$ cat src/hdl/cps_pkg.sv
// Constants, types and timing counts for the charger power-up sequencer
package cps_pkg;

    // ------------------------------------------------------------
    // Clock rates and dividers
    // ------------------------------------------------------------
    localparam int SYS_KHZ = 100000;
    localparam int SLOW_KHZ = 30;
    localparam int FAST_KHZ = 1500;
    localparam int SLOW_DIV = SYS_KHZ / SLOW_KHZ;
    localparam int FAST_DIV = SYS_KHZ / FAST_KHZ;
    localparam int DIV_W = 12;

    // ------------------------------------------------------------
    // Nominal or least times, in their own units
    // ------------------------------------------------------------
    localparam int T_GATE_DRIVE_REGULATOR_MS = 220;
    localparam int T_BADSRC_MS = 30;
    localparam int T_RETRY_MS = 2000;
    localparam int T_OVP_US = 1;
    localparam int T_RCHG_MS = 20;
    localparam int T_SHIPX_MS = 1250;
    localparam int T_QRST_MS = 12000;
    localparam int T_BRST_MS = 350;
    localparam int T_SMDLY_MS = 10000;

    // ------------------------------------------------------------
    // Tick counts on each digital clock
    // ------------------------------------------------------------
    localparam int CW = 25;
    localparam logic [CW-1:0] GATE_DRIVE_REGULATOR_S = CW'(T_GATE_DRIVE_REGULATOR_MS * SLOW_KHZ);
    localparam logic [CW-1:0] GATE_DRIVE_REGULATOR_F = CW'(T_GATE_DRIVE_REGULATOR_MS * FAST_KHZ);
    localparam logic [CW-1:0] BADSRC_S = CW'(T_BADSRC_MS * SLOW_KHZ);
    localparam logic [CW-1:0] BADSRC_F = CW'(T_BADSRC_MS * FAST_KHZ);
    localparam logic [CW-1:0] RETRY_S = CW'(T_RETRY_MS * SLOW_KHZ);
    localparam logic [CW-1:0] RETRY_F = CW'(T_RETRY_MS * FAST_KHZ);
    localparam logic [CW-1:0] OVP_S = CW'((T_OVP_US * SLOW_KHZ + 999) / 1000);
    localparam logic [CW-1:0] OVP_F = CW'((T_OVP_US * FAST_KHZ + 999) / 1000);
    localparam logic [CW-1:0] RCHG_S = CW'(T_RCHG_MS * SLOW_KHZ);
    localparam logic [CW-1:0] RCHG_F = CW'(T_RCHG_MS * FAST_KHZ);
    localparam logic [CW-1:0] SHIPX_S = CW'(T_SHIPX_MS * SLOW_KHZ);
    localparam logic [CW-1:0] SHIPX_F = CW'(T_SHIPX_MS * FAST_KHZ);
    localparam logic [CW-1:0] QRST_S = CW'(T_QRST_MS * SLOW_KHZ);
    localparam logic [CW-1:0] QRST_F = CW'(T_QRST_MS * FAST_KHZ);
    localparam logic [CW-1:0] BRST_S = CW'(T_BRST_MS * SLOW_KHZ);
    localparam logic [CW-1:0] BRST_F = CW'(T_BRST_MS * FAST_KHZ);
    localparam logic [CW-1:0] SMDLY_S = CW'(T_SMDLY_MS * SLOW_KHZ);
    localparam logic [CW-1:0] SMDLY_F = CW'(T_SMDLY_MS * FAST_KHZ);
    localparam logic [7:0] INT_PULSE_CYC = 8'h10;

    // ------------------------------------------------------------
    // Register port
    // ------------------------------------------------------------
    localparam logic [3:0] ADDR_CTRL = 4'h0;
    localparam logic [3:0] ADDR_STATUS = 4'h1;
    localparam int CTRL_AUTO_DET = 0;
    localparam int CTRL_SHIP_REQ = 1;
    localparam logic [7:0] CTRL_MASK = 8'h03;
    localparam logic [7:0] CTRL_RST = 8'h01;

    typedef enum logic [2:0] {
        ST_HIZ = 3'h0,
        ST_DLY = 3'h1,
        ST_QUAL = 3'h3,
        ST_DET = 3'h2,
        ST_VLIM = 3'h6,
        ST_RUN = 3'h7,
        ST_RETRY = 3'h5
    } cps_state_e;

    typedef struct packed {
        logic vbus_uvlo;
        logic bat_uvlo;
        logic bat_depl;
        logic vbus_sleep;
        logic boost;
        logic vbus_ovp_ok;
        logic vbus_min_ok;
        logic bat_ocp;
        logic bat_ovp;
        logic recharge;
    } cps_sense_s;

    typedef struct packed {
        logic bias_on;
        logic bus_ready;
        logic gate_drive_regulator_en;
        logic high_impedance_state;
        logic test_load;
        logic conv_en;
        logic battery_switch;
        logic fast_clk;
        logic detect_start;
        logic vlim_start;
        logic chg_dis;
        logic recharge_go;
    } cps_ctl_s;

endpackage : cps_pkg

$ cat src/hdl/cps_sequencer.sv
// Charger power-up sequencer: bias, start-up order, ship mode, button
// Functional notes
// - Supply release wakes bias, bus, default registers
// - Battery only: close switch, regulator stays off
// - Overcurrent opens switch, sets sticky off flag
// - Source start order: regulator, qualify, detect, limit, converter
// - Detection step only when auto-detect bit set
// - Regulator needs release, sleep margin, 220 ms
// - Any condition false: high impedance, regulator off
// - Qualify: below overvoltage, above minimum under load
// - Pass sets input good flag, interrupt pulse
// - Failed qualification retried every 2 s
// - Test load applied 30 ms per attempt
// - Battery overvoltage 1 us deglitch disables charge
// - Recharge condition deglitched 20 ms
// - Button low 1.25 s exits ship mode
// - Button low 12 s starts full reset
// - Full reset opens switch 350 ms, then recloses
// - Ship entry waits 10 s after request
// - Slow clock regulator off, fast clock on
// - Detection starts only with good input, regulator, enable
// - Interrupt pulse after voltage limit set
`timescale 1ns/1ps
`default_nettype none

module cps_sequencer #(
    parameter int SLOW_DIV = cps_pkg::SLOW_DIV,
    parameter int FAST_DIV = cps_pkg::FAST_DIV
) (
    input wire logic sys_clk,
    input wire logic rst_n,
    input wire cps_pkg::cps_sense_s sense,
    input wire logic ship_exit_button_n,
    input wire logic detect_done,
    input wire logic vlim_done,
    input wire logic [3:0] reg_addr,
    input wire logic [7:0] reg_wdata,
    input wire logic reg_wr,
    input wire logic reg_rd,
    output logic [7:0] reg_rdata,
    output cps_pkg::cps_ctl_s ctl,
    output logic int_o,
    output logic int_oe_n
);

    // ------------------------------------------------------------
    // State
    // ------------------------------------------------------------
    typedef struct packed {
        cps_pkg::cps_state_e st;
        logic [cps_pkg::CW-1:0] seq_cnt;
        logic [cps_pkg::DIV_W-1:0] div_cnt;
        logic tick;
        logic [10:0] sync1;
        logic [10:0] sync2;
        logic [cps_pkg::CW-1:0] btn_cnt;
        logic exit_done;
        logic qrst_done;
        logic [cps_pkg::CW-1:0] ship_cnt;
        logic [cps_pkg::CW-1:0] rst_cnt;
        logic rst_hold;
        logic [cps_pkg::CW-1:0] ovp_cnt;
        logic [cps_pkg::CW-1:0] rchg_cnt;
        logic [7:0] int_cnt;
        logic int_oe_n;
        logic int_lvl;
        cps_pkg::cps_ctl_s ctl;
        logic [7:0] ctrl;
        logic in_good;
        logic bsw_off;
        logic ship_mode;
        logic vbus_prev;
        logic [7:0] rdata;
    } cps_regs_s;

    cps_regs_s r;
    cps_regs_s n;
    cps_pkg::cps_sense_s s;
    logic btn_n_s;
    logic vbus_ok;
    logic fast;

    assign s = r.sync2[9:0];
    assign btn_n_s = r.sync2[10];
    assign fast = r.ctl.fast_clk;
    // Buck needs margin above battery, boost needs it below
    assign vbus_ok = s.vbus_uvlo && (s.boost ? !s.vbus_sleep : s.vbus_sleep);

    function automatic logic [cps_pkg::CW-1:0] pick(
        input logic f,
        input logic [cps_pkg::CW-1:0] a_slow,
        input logic [cps_pkg::CW-1:0] a_fast
    );
        pick = f ? a_fast : a_slow;
    endfunction : pick

    function automatic logic [cps_pkg::CW-1:0] inc(
        input logic [cps_pkg::CW-1:0] c,
        input logic t
    );
        inc = (t && c != {cps_pkg::CW{1'b1}}) ? c + 1'b1 : c;
    endfunction : inc

    // ------------------------------------------------------------
    // Next state
    // ------------------------------------------------------------
    always_comb
    begin
        logic [cps_pkg::DIV_W-1:0] div_lim;
        logic int_go;
        logic auto_det;
        n = r;
        div_lim = '0;
        int_go = 1'b0;
        auto_det = r.ctrl[cps_pkg::CTRL_AUTO_DET];

        n.sync1 = {ship_exit_button_n, sense};
        n.sync2 = r.sync1;
        n.int_lvl = 1'b0;

        // Tick of the active digital clock
        div_lim = fast ? cps_pkg::DIV_W'(FAST_DIV - 1)
                       : cps_pkg::DIV_W'(SLOW_DIV - 1);
        n.tick = 1'b0;
        if (r.div_cnt >= div_lim)
        begin
            n.div_cnt = '0;
            n.tick = 1'b1;
        end
        else
        begin
            n.div_cnt = r.div_cnt + 1'b1;
        end

        n.ctl.detect_start = 1'b0;
        n.ctl.vlim_start = 1'b0;

        // --------------------------------------------------------
        // Start-up from input source
        // --------------------------------------------------------
        case (r.st)
            cps_pkg::ST_HIZ:
            begin
                n.seq_cnt = '0;
                if (vbus_ok)
                    n.st = cps_pkg::ST_DLY;
            end
            cps_pkg::ST_DLY:
            begin
                n.seq_cnt = inc(r.seq_cnt, r.tick);
                if (r.seq_cnt >= pick(fast, cps_pkg::GATE_DRIVE_REGULATOR_S, cps_pkg::GATE_DRIVE_REGULATOR_F))
                begin
                    n.seq_cnt = '0;
                    n.ctl.gate_drive_regulator_en = 1'b1;
                    n.st = cps_pkg::ST_QUAL;
                end
            end
            cps_pkg::ST_QUAL:
            begin
                n.ctl.test_load = 1'b1;
                n.seq_cnt = inc(r.seq_cnt, r.tick);
                if (r.seq_cnt >= pick(fast, cps_pkg::BADSRC_S,
                                      cps_pkg::BADSRC_F))
                begin
                    n.ctl.test_load = 1'b0;
                    n.seq_cnt = '0;
                    if (s.vbus_ovp_ok && s.vbus_min_ok)
                    begin
                        n.in_good = 1'b1;
                        int_go = 1'b1;
                        // Detection skipped when automatic mode is off
                        n.st = auto_det ? cps_pkg::ST_DET
                                        : cps_pkg::ST_VLIM;
                        n.ctl.detect_start = auto_det;
                        n.ctl.vlim_start = !auto_det;
                    end
                    else
                    begin
                        n.st = cps_pkg::ST_RETRY;
                    end
                end
            end
            cps_pkg::ST_RETRY:
            begin
                n.seq_cnt = inc(r.seq_cnt, r.tick);
                if (r.seq_cnt >= pick(fast, cps_pkg::RETRY_S,
                                      cps_pkg::RETRY_F))
                begin
                    n.seq_cnt = '0;
                    n.st = cps_pkg::ST_QUAL;
                end
            end
            cps_pkg::ST_DET:
            begin
                if (detect_done)
                begin
                    n.ctl.vlim_start = 1'b1;
                    n.st = cps_pkg::ST_VLIM;
                end
            end
            cps_pkg::ST_VLIM:
            begin
                if (vlim_done)
                begin
                    int_go = 1'b1;
                    n.ctl.conv_en = 1'b1;
                    n.st = cps_pkg::ST_RUN;
                end
            end
            cps_pkg::ST_RUN:
            begin
                n.st = cps_pkg::ST_RUN;
            end
            default:
            begin
                n.st = cps_pkg::ST_HIZ;
            end
        endcase

        // Losing any enable condition drops back to high impedance
        if (!vbus_ok)
        begin
            n.st = cps_pkg::ST_HIZ;
            n.seq_cnt = '0;
            n.ctl.gate_drive_regulator_en = 1'b0;
            n.ctl.test_load = 1'b0;
            n.ctl.conv_en = 1'b0;
            n.ctl.detect_start = 1'b0;
            n.ctl.vlim_start = 1'b0;
            n.in_good = 1'b0;
        end
        n.ctl.high_impedance_state = !n.ctl.gate_drive_regulator_en;
        n.ctl.fast_clk = n.ctl.gate_drive_regulator_en;

        // --------------------------------------------------------
        // Push-button hold timing
        // --------------------------------------------------------
        if (!btn_n_s)
        begin
            n.btn_cnt = inc(r.btn_cnt, r.tick);
        end
        else
        begin
            n.btn_cnt = '0;
            n.exit_done = 1'b0;
            n.qrst_done = 1'b0;
        end
        if (!btn_n_s && !r.exit_done &&
            r.btn_cnt >= pick(fast, cps_pkg::SHIPX_S, cps_pkg::SHIPX_F))
        begin
            n.exit_done = 1'b1;
            n.ship_mode = 1'b0;
            n.bsw_off = 1'b0;
        end
        if (!btn_n_s && !r.qrst_done &&
            r.btn_cnt >= pick(fast, cps_pkg::QRST_S, cps_pkg::QRST_F))
        begin
            n.qrst_done = 1'b1;
            n.rst_hold = 1'b1;
            n.rst_cnt = '0;
        end
        else if (r.rst_hold)
        begin
            n.rst_cnt = inc(r.rst_cnt, r.tick);
            if (r.rst_cnt >= pick(fast, cps_pkg::BRST_S, cps_pkg::BRST_F))
                n.rst_hold = 1'b0;
        end

        // --------------------------------------------------------
        // Ship mode entry
        // --------------------------------------------------------
        if (r.ctrl[cps_pkg::CTRL_SHIP_REQ])
        begin
            n.ship_cnt = inc(r.ship_cnt, r.tick);
            if (r.ship_cnt >= pick(fast, cps_pkg::SMDLY_S, cps_pkg::SMDLY_F))
            begin
                n.ship_mode = 1'b1;
                n.ctrl[cps_pkg::CTRL_SHIP_REQ] = 1'b0;
                n.ship_cnt = '0;
            end
        end
        else
        begin
            n.ship_cnt = '0;
        end

        // --------------------------------------------------------
        // Battery switch
        // --------------------------------------------------------
        n.vbus_prev = s.vbus_uvlo;
        if (s.vbus_uvlo && !r.vbus_prev)
            n.bsw_off = 1'b0;
        // Placed after the supply-edge and button clears so a new overcurrent beats them; those clears or loss of both supplies release it later
        if (s.bat_ocp)
            n.bsw_off = 1'b1;
        n.ctl.battery_switch = !n.bsw_off && !n.ship_mode && !n.rst_hold &&
                               !s.bat_ocp &&
                               (s.bat_depl || n.in_good);

        // --------------------------------------------------------
        // Deglitch filters
        // --------------------------------------------------------
        if (s.bat_ovp)
        begin
            n.ovp_cnt = inc(r.ovp_cnt, r.tick);
            if (r.ovp_cnt >= pick(fast, cps_pkg::OVP_S, cps_pkg::OVP_F))
                n.ctl.chg_dis = 1'b1;
        end
        else
        begin
            n.ovp_cnt = '0;
            n.ctl.chg_dis = 1'b0;
        end
        if (s.recharge)
        begin
            n.rchg_cnt = inc(r.rchg_cnt, r.tick);
            if (r.rchg_cnt >= pick(fast, cps_pkg::RCHG_S, cps_pkg::RCHG_F))
                n.ctl.recharge_go = 1'b1;
        end
        else
        begin
            n.rchg_cnt = '0;
            n.ctl.recharge_go = 1'b0;
        end

        // --------------------------------------------------------
        // Interrupt pulse
        // --------------------------------------------------------
        if (int_go)
        begin
            n.int_cnt = cps_pkg::INT_PULSE_CYC;
            n.int_oe_n = 1'b0;
        end
        else if (r.int_cnt > 8'h01)
        begin
            n.int_cnt = r.int_cnt - 1'b1;
        end
        else
        begin
            n.int_cnt = '0;
            n.int_oe_n = 1'b1;
        end

        // --------------------------------------------------------
        // Register port
        // --------------------------------------------------------
        n.rdata = '0;
        if (r.ctl.bus_ready && reg_wr && reg_addr == cps_pkg::ADDR_CTRL)
            n.ctrl = reg_wdata & cps_pkg::CTRL_MASK;
        if (r.ctl.bus_ready && reg_rd)
        begin
            case (reg_addr)
                cps_pkg::ADDR_CTRL:
                    n.rdata = r.ctrl;
                cps_pkg::ADDR_STATUS:
                    n.rdata = {r.ctl.recharge_go, r.ctl.chg_dis, r.ship_mode,
                               r.ctl.conv_en, r.ctl.high_impedance_state,
                               r.ctl.gate_drive_regulator_en, r.bsw_off, r.in_good};
                default:
                    n.rdata = '0;
            endcase
        end

        // Without either supply the core rests in its default state
        n.ctl.bias_on = s.vbus_uvlo || s.bat_uvlo;
        n.ctl.bus_ready = n.ctl.bias_on;
        if (!n.ctl.bias_on)
        begin
            n.st = cps_pkg::ST_HIZ;
            n.seq_cnt = '0;
            n.ctrl = cps_pkg::CTRL_RST;
            n.in_good = 1'b0;
            n.bsw_off = 1'b0;
            n.ship_mode = 1'b0;
            n.rst_hold = 1'b0;
            n.ship_cnt = '0;
            n.ctl.gate_drive_regulator_en = 1'b0;
            n.ctl.high_impedance_state = 1'b1;
            n.ctl.fast_clk = 1'b0;
            n.ctl.test_load = 1'b0;
            n.ctl.conv_en = 1'b0;
            n.ctl.battery_switch = 1'b0;
            n.ctl.detect_start = 1'b0;
            n.ctl.vlim_start = 1'b0;
        end
    end

    always_ff @(posedge sys_clk)
    begin
        if (!rst_n)
        begin
            r <= '0;
            r.int_oe_n <= 1'b1;
            r.ctrl <= cps_pkg::CTRL_RST;
            r.ctl.high_impedance_state <= 1'b1;
            r.sync1 <= 11'h400;
            r.sync2 <= 11'h400;
        end
        else
        begin
            r <= n;
        end
    end

    assign reg_rdata = r.rdata;
    assign ctl = r.ctl;
    assign int_o = r.int_lvl;
    assign int_oe_n = r.int_oe_n;
endmodule : cps_sequencer

`default_nettype wire

$ cat config.mk
export PLATFORM = sky130hd
export DESIGN_NAME = cps_sequencer
export DESIGN_NICKNAME = d
export VERILOG_FILES = /design/src/hdl/cps_pkg.sv /design/src/hdl/cps_sequencer.sv
export SDC_FILE = /design/constraint.sdc
export NUM_CORES = 1
export LEC_CHECK = 0
export BUFFER_PORTS_ARGS = -buffer_cell sky130_fd_sc_hd__buf_2
export CAP_MARGIN = 20
export CORE_ASPECT_RATIO = 1.5
export CORE_MARGIN = 10
export CORE_UTILIZATION = 64
export CTS_CLUSTER_DIAMETER = 40
export DETAILED_ROUTE_END_ITERATION = 12
export GPL_TIMING_DRIVEN = 0
export PLACE_DENSITY = 0.88
export SETUP_SLACK_MARGIN = 0.5
export SLEW_MARGIN = 20
export SYNTH_ARGS = -nofsm -noshare
export SYNTH_HDL_FRONTEND = slang
export SYNTH_SLANG_ARGS = --single-unit
$ cat constraint.sdc
create_clock -name sys_clk -period 6.4 [get_ports sys_clk]
set_input_delay 0.96 -clock sys_clk [delete_from_list [all_inputs] [get_ports sys_clk]]
set_output_delay 0.96 -clock sys_clk [all_outputs]
set_load 0.03 [all_outputs]
# Word-level counts from Yosys, hierarchy flattened
# Cells that the tools add are included.
# word_totals
in_bits	29
regBits	225
latch_bits	0
mem_bits_rw	0
memories	0
romBits	0
# op_classes
n_div	0
magnitude_cmp	11
n_shift	0
n_mux	56
reduce_logical	52
n_bitwise	4
n_mul	0
add_sub_neg	8
n_eq_ne	19
# ops
op	count
25-bit by 1-bit adder with 25-bit output (second input constant)	6
25-bit != test (second input constant)	6
25-bit one-hot mux with 4 select lines	1
28-bit 2-to-1 mux	3
25-bit 2-to-1 mux	2
1-bit 2-to-1 mux	28
25-bit by 15-bit >= comparator with 1-bit output	1
25-bit by 16-bit >= comparator with 1-bit output	1
25-bit by 19-bit >= comparator with 1-bit output	1
25-bit by 2-bit >= comparator with 1-bit output	1
25-bit by 20-bit >= comparator with 1-bit output	1
25-bit by 21-bit >= comparator with 1-bit output	1
25-bit by 22-bit >= comparator with 1-bit output	1
25-bit by 24-bit >= comparator with 1-bit output	1
25-bit >= comparator	1
24-bit 2-to-1 mux	1
22-bit 2-to-1 mux	1
21-bit 2-to-1 mux	1
3-bit one-hot mux with 7 select lines	1
1-bit logical AND	20
20-bit 2-to-1 mux	1
19-bit 2-to-1 mux	1
16-bit 2-to-1 mux	1
8-bit one-hot mux with 2 select lines	1
30 further kinds	67

# Logic depth before layout (Yosys ltp)
# depth
ltp_word	11
mapped_depth	10

# Worst setup path before layout
# No wires, ideal clock.
# synth_path
path_type	register -> register
startpoint	reg, netlist name fast
endpoint	reg r[39] (netlist bit)
synth_period_minus_slack_ps	3841
arrival_time_ps	3777
n_path_buf	1
setup_slack_ps	2559
setup_time_ps	64
stages_incl_launch_ff	10
cell_sequence	dfxtp_1 > inv_1 > ha_1 > a211o_1 > a211oi_1 > a2111oi_1 > a31o_2 > or3b_2 > buf_2 > nor2_1
# synth_between
elab_chain_cells	5
# synth_lines
item	line	text
16-bit 2-to-1 mux	cps_sequencer.sv:94	pick = f ? a_fast : a_slow;
25-bit by 16-bit >= comparator with 1-bit output	cps_sequencer.sv:162	if (r.seq_cnt >= pick(fast, cps_pkg::BADSRC_S,
1-bit 2-to-1 mux	cps_sequencer.sv:162	
1-bit one-hot mux with 2 select lines	cps_sequencer.sv:141	case (r.st)
3-bit OR reduction (no line)	n/a	
to (signal assigned)	cps_sequencer.sv:401	r <= n;
to (decl)	cps_sequencer.sv:76	cps_regs_s r;
# Every way passes these cells.
# A chain may end at the register's enable or synchronous reset.

# Final worst setup path
# layout_path
startpoint	reg, netlist name fast
endpoint	reg r[37] (netlist bit)
# layout_between
elab_chain_cells	5
# layout_lines
item	line
16-bit 2-to-1 mux	cps_sequencer.sv:94
25-bit by 16-bit >= comparator with 1-bit output	cps_sequencer.sv:162
1-bit 2-to-1 mux	cps_sequencer.sv:162
1-bit one-hot mux with 2 select lines	cps_sequencer.sv:141
3-bit OR reduction (no line)	n/a
# Every way passes these cells.

==> impl_metrics.py <==
metrics = {
    "drt": {
        "vias": 10700,
        "wire_per_inst_um": 16.5,
        "drc_errors": 0,
        "wl_met3_um": 1670,
        "top_layer_used": "met4",
        "routed_via_density": 6.08,
        "ant_nets": 0,
        "met1_length_um": 11600,
        "finalWirelength_um": 29100,
        "wl_met2_um": 14800,
        "drt-pass1-iter-count": 6,
        "first_iter_violations": 835,
    },
    "critical_path": {
        "worstPathCellList": "inv_2 -> buf_16 -> ha_1 -> or2_2 -> a21oi_1 -> o2111ai_1 -> a2111oi_1 -> a31o_2 -> or3b_2 -> buf_2 -> nor2_1",
        "r2r-start": "fast",
        "r2r_slack_ns": 1.98,
        "worstSetupStartpoint": "fast",
        "required_ns": 6.82,
        "crit_type": "register to register",
        "cp_max_fo": 28,
        "start_kind": "register",
        "endpoint_kind": "register",
        "rr_endpoint": "r[37]",
        "crit_slowest_cell": "a2111oi_1",
        "crit_end": "r[37]",
        "arrival_ns": 4.83,
        "r2r_cells": 11,
        "max_stage_delay_ns": 1.07,
    },
    "floorplan": {
        "core_um2": 18500,
        "dieWidth_um": 132,
        "die-area_um2": 24600,
        "die_h_um": 187,
        "start_util_pct": 64.7,
        "rows": 61,
        "pin_count": 51,
    },
    "final_layout": {
        "n_antenna_cell": 0,
        "fin_util_pct": 73.1,
        "final_nets": 1605,
        "layout_commonest_cell": "dfxtp_1",
        "drive_gt1_share_pct": 9.33,
        "fin_area_um2": 13500,
        "layout_common_cells": "dfxtp_1, nor2_1, nand2_1, ha_1, xor2_1",
        "layoutNonFillerInstCount": 1764,
        "syn_to_final_growth_pct": 13.1,
    },
    "yosys": {
        "syn_inst": 1416,
        "ys_seq_elements": 224,
        "synth_ff_type": "dfxtp_1",
        "synth_fp_nets": 1531,
        "syn_area_um2": 11900,
        "synth_edf_count": 0,
        "seq_area_frac_synth_pct": 37.5,
        "synth_cell_type_count": 75,
        "synth.avg_cell_area_um2": 8.44,
        "yosys_warnings": 0,
        "synth_async_sr_flop_share_pct": 0,
    },
    "power_and_ir_drop": {
        "max-vdd-ir-drop_mv": 0.212,
        "p_clk_share_pct": 50.6,
        "pwr-share-seq_pct": 44.4,
        "internal_power_mw": 2.51,
        "p_comb_share_pct": 5.0,
        "leakage_nw": 5.11,
        "p_sw_mw": 0.771,
        "switching_share_pct": 23.5,
        "power.total_mw": 3.28,
        "p_per_area_nw_per_um2": 243,
    },
    "global_routing": {
        "antenna_found_initial": 1,
        "grt_max_degree": 29,
        "gr-total-overflow": 0,
        "grt_pass1_vias": 10500,
        "grt_usage_pct": 22.8,
        "grt_pass1_wl_um": 49000,
    },
    "place": {
        "dp_cells": 1712,
        "portBuffers": 43,
        "gp_congestion": 0.942,
        "placed_area_um2": 12500,
        "pre_cts_slack_ns": 2.11,
        "hpwlAfterDp_um": 20300,
    },
    "sta": {
        "fin_crit_ns": 4.42,
        "holdWs_ns": 0.420,
        "slew_headroom_pct": 26.0,
        "fin_ws_ns": 1.98,
        "finClkSkew_ns": 0.0217,
        "post-route-period-util_pct": 69.0,
        "drv_slew": 0,
        "hold_viol": 0,
        "rsz0062_at_grt": "false",
        "worstMarginPinSlew_ns": 1.11,
        "setup_tns_ns": 0,
        "max_freq_mhz": 226,
        "setup_viol": 0,
    },
    "cts": {
        "holdBufCountCts": 0,
        "path_clk_slew_ns": 0.06,
        "cts.sinks": 224,
        "clockBufferDepth": 3,
        "tritoncts": "done",
        "clock-root-buffer": "clkbuf_16",
        "htree_levels": 1,
        "clk-insertion-delay-late_ns": 0.54,
        "cts_setup_buffers": 0,
        "cts_made_buffers": 28,
        "ctsResizeCount": 0,
    },
    "min_path": {
        "hold_depth": 1,
        "hp-class": "register to register",
    },
    "job": {
        "drv_cap": 0,
    },
    "run_status": {
        "status": "finished clean",
    },
}
[state kept, by name, indices dropped and copies added (netlist names)]
register,flops
r,192
n,12
ctl,9
reg_rdata,8
btn_n_s,1
fast,1
int_oe_n,1
[worst min-delay path by stage]
stage	endpoint	slack, ns	start
after global placement	btn_n_s	0.40	n[180]
after floorplan	btn_n_s	0.39	n[180]
after detailed placement	btn_n_s	0.41	n[180]
after global routing	btn_n_s	0.43	n[180]
after CTS	btn_n_s	0.43	n[180]
final	btn_n_s	0.42	n[180]
[cells by family (layout without fill, tap and decap cells)]
family	count (synthesis)	count (layout)	synth area share, %
buf+inv	125	221	4.78
mux	9	9	0.754
flops	224	224	37.5
other cells	1	1	0.0314
compound gates	202	202	11.6
xor+xnor	115	115	8.43
simple gates	653	653	27.8
fa+ha+maj	87	87	9.09
[worst max-delay path, delay by kind of cell (launching register included)]
family | cells | cell delay (ns)
compound gates | 4 | 1.72
fa+ha+maj | 1 | 0.31
buf+inv | 3 | 0.94
flops | 1 | 0.83
simple gates | 3 | 0.49
[synth_stat cells, drive strengths merged (4+ instances only)]
library cell,number,area (um^2)
a2111oi,4,55.1
a211o,5,43.8
a211oi,14,105
a21o,4,30.0
a21oi,52,272
a31oi,15,109
and2,37,231
and3,28,175
and4,20,175
buf,29,210
clkbuf,33,124
dfxtp,224,4480
ha,86,1080
inv,63,236
mux2i,9,90.1
nand2,127,479
nand2b,9,56.3
nand3,62,310
nand4,49,307
nand4b,5,43.8
nor2,190,713
nor2b,10,62.6
nor3,31,155
nor3b,4,30.0
nor4,31,194
nor4b,4,35.0
o2111ai,10,87.6
o211ai,7,52.6
o21a,5,37.5
o21ai,41,209
o221ai,4,35.0
o22ai,7,43.8
o31ai,8,75.1
o41ai,4,35.0
or3,23,144
or4,8,63.8
xnor2,47,412
xor2,68,596
[metal layers]
layer | vias up | global-route usage, %
met5 | - | 0
met1 | 5049 | 25.0
met4 | 0 | 10.3
met2 | 395 | 42.0
met3 | 102 | 3.71
li1 | 5179 | -
[area by class of cell]
class,count,area (um^2)
flip-flops and latches,224,4490
clock buffers,32,737
well taps,252,315
clock inverters,20,251
fillers,1378,4960
inverters,63,236
multi-input cells,1067,6900
plain buffers,62,334
repair buffers,44,243
[power by group through the flow]
stage	Clock [mW]	Combinational, mW	Sequential, mW
2_1_floorplan	0	0.126	1.48
3_3_place_gp	0	0.152	1.48
3_5_place_dp	0	0.161	1.48
4_1_cts	1.68	0.165	1.45
5_1_grt	1.73	0.184	1.46
6_report	1.66	0.164	1.45
No activity file was read; power rests on OpenSTA's default activity.
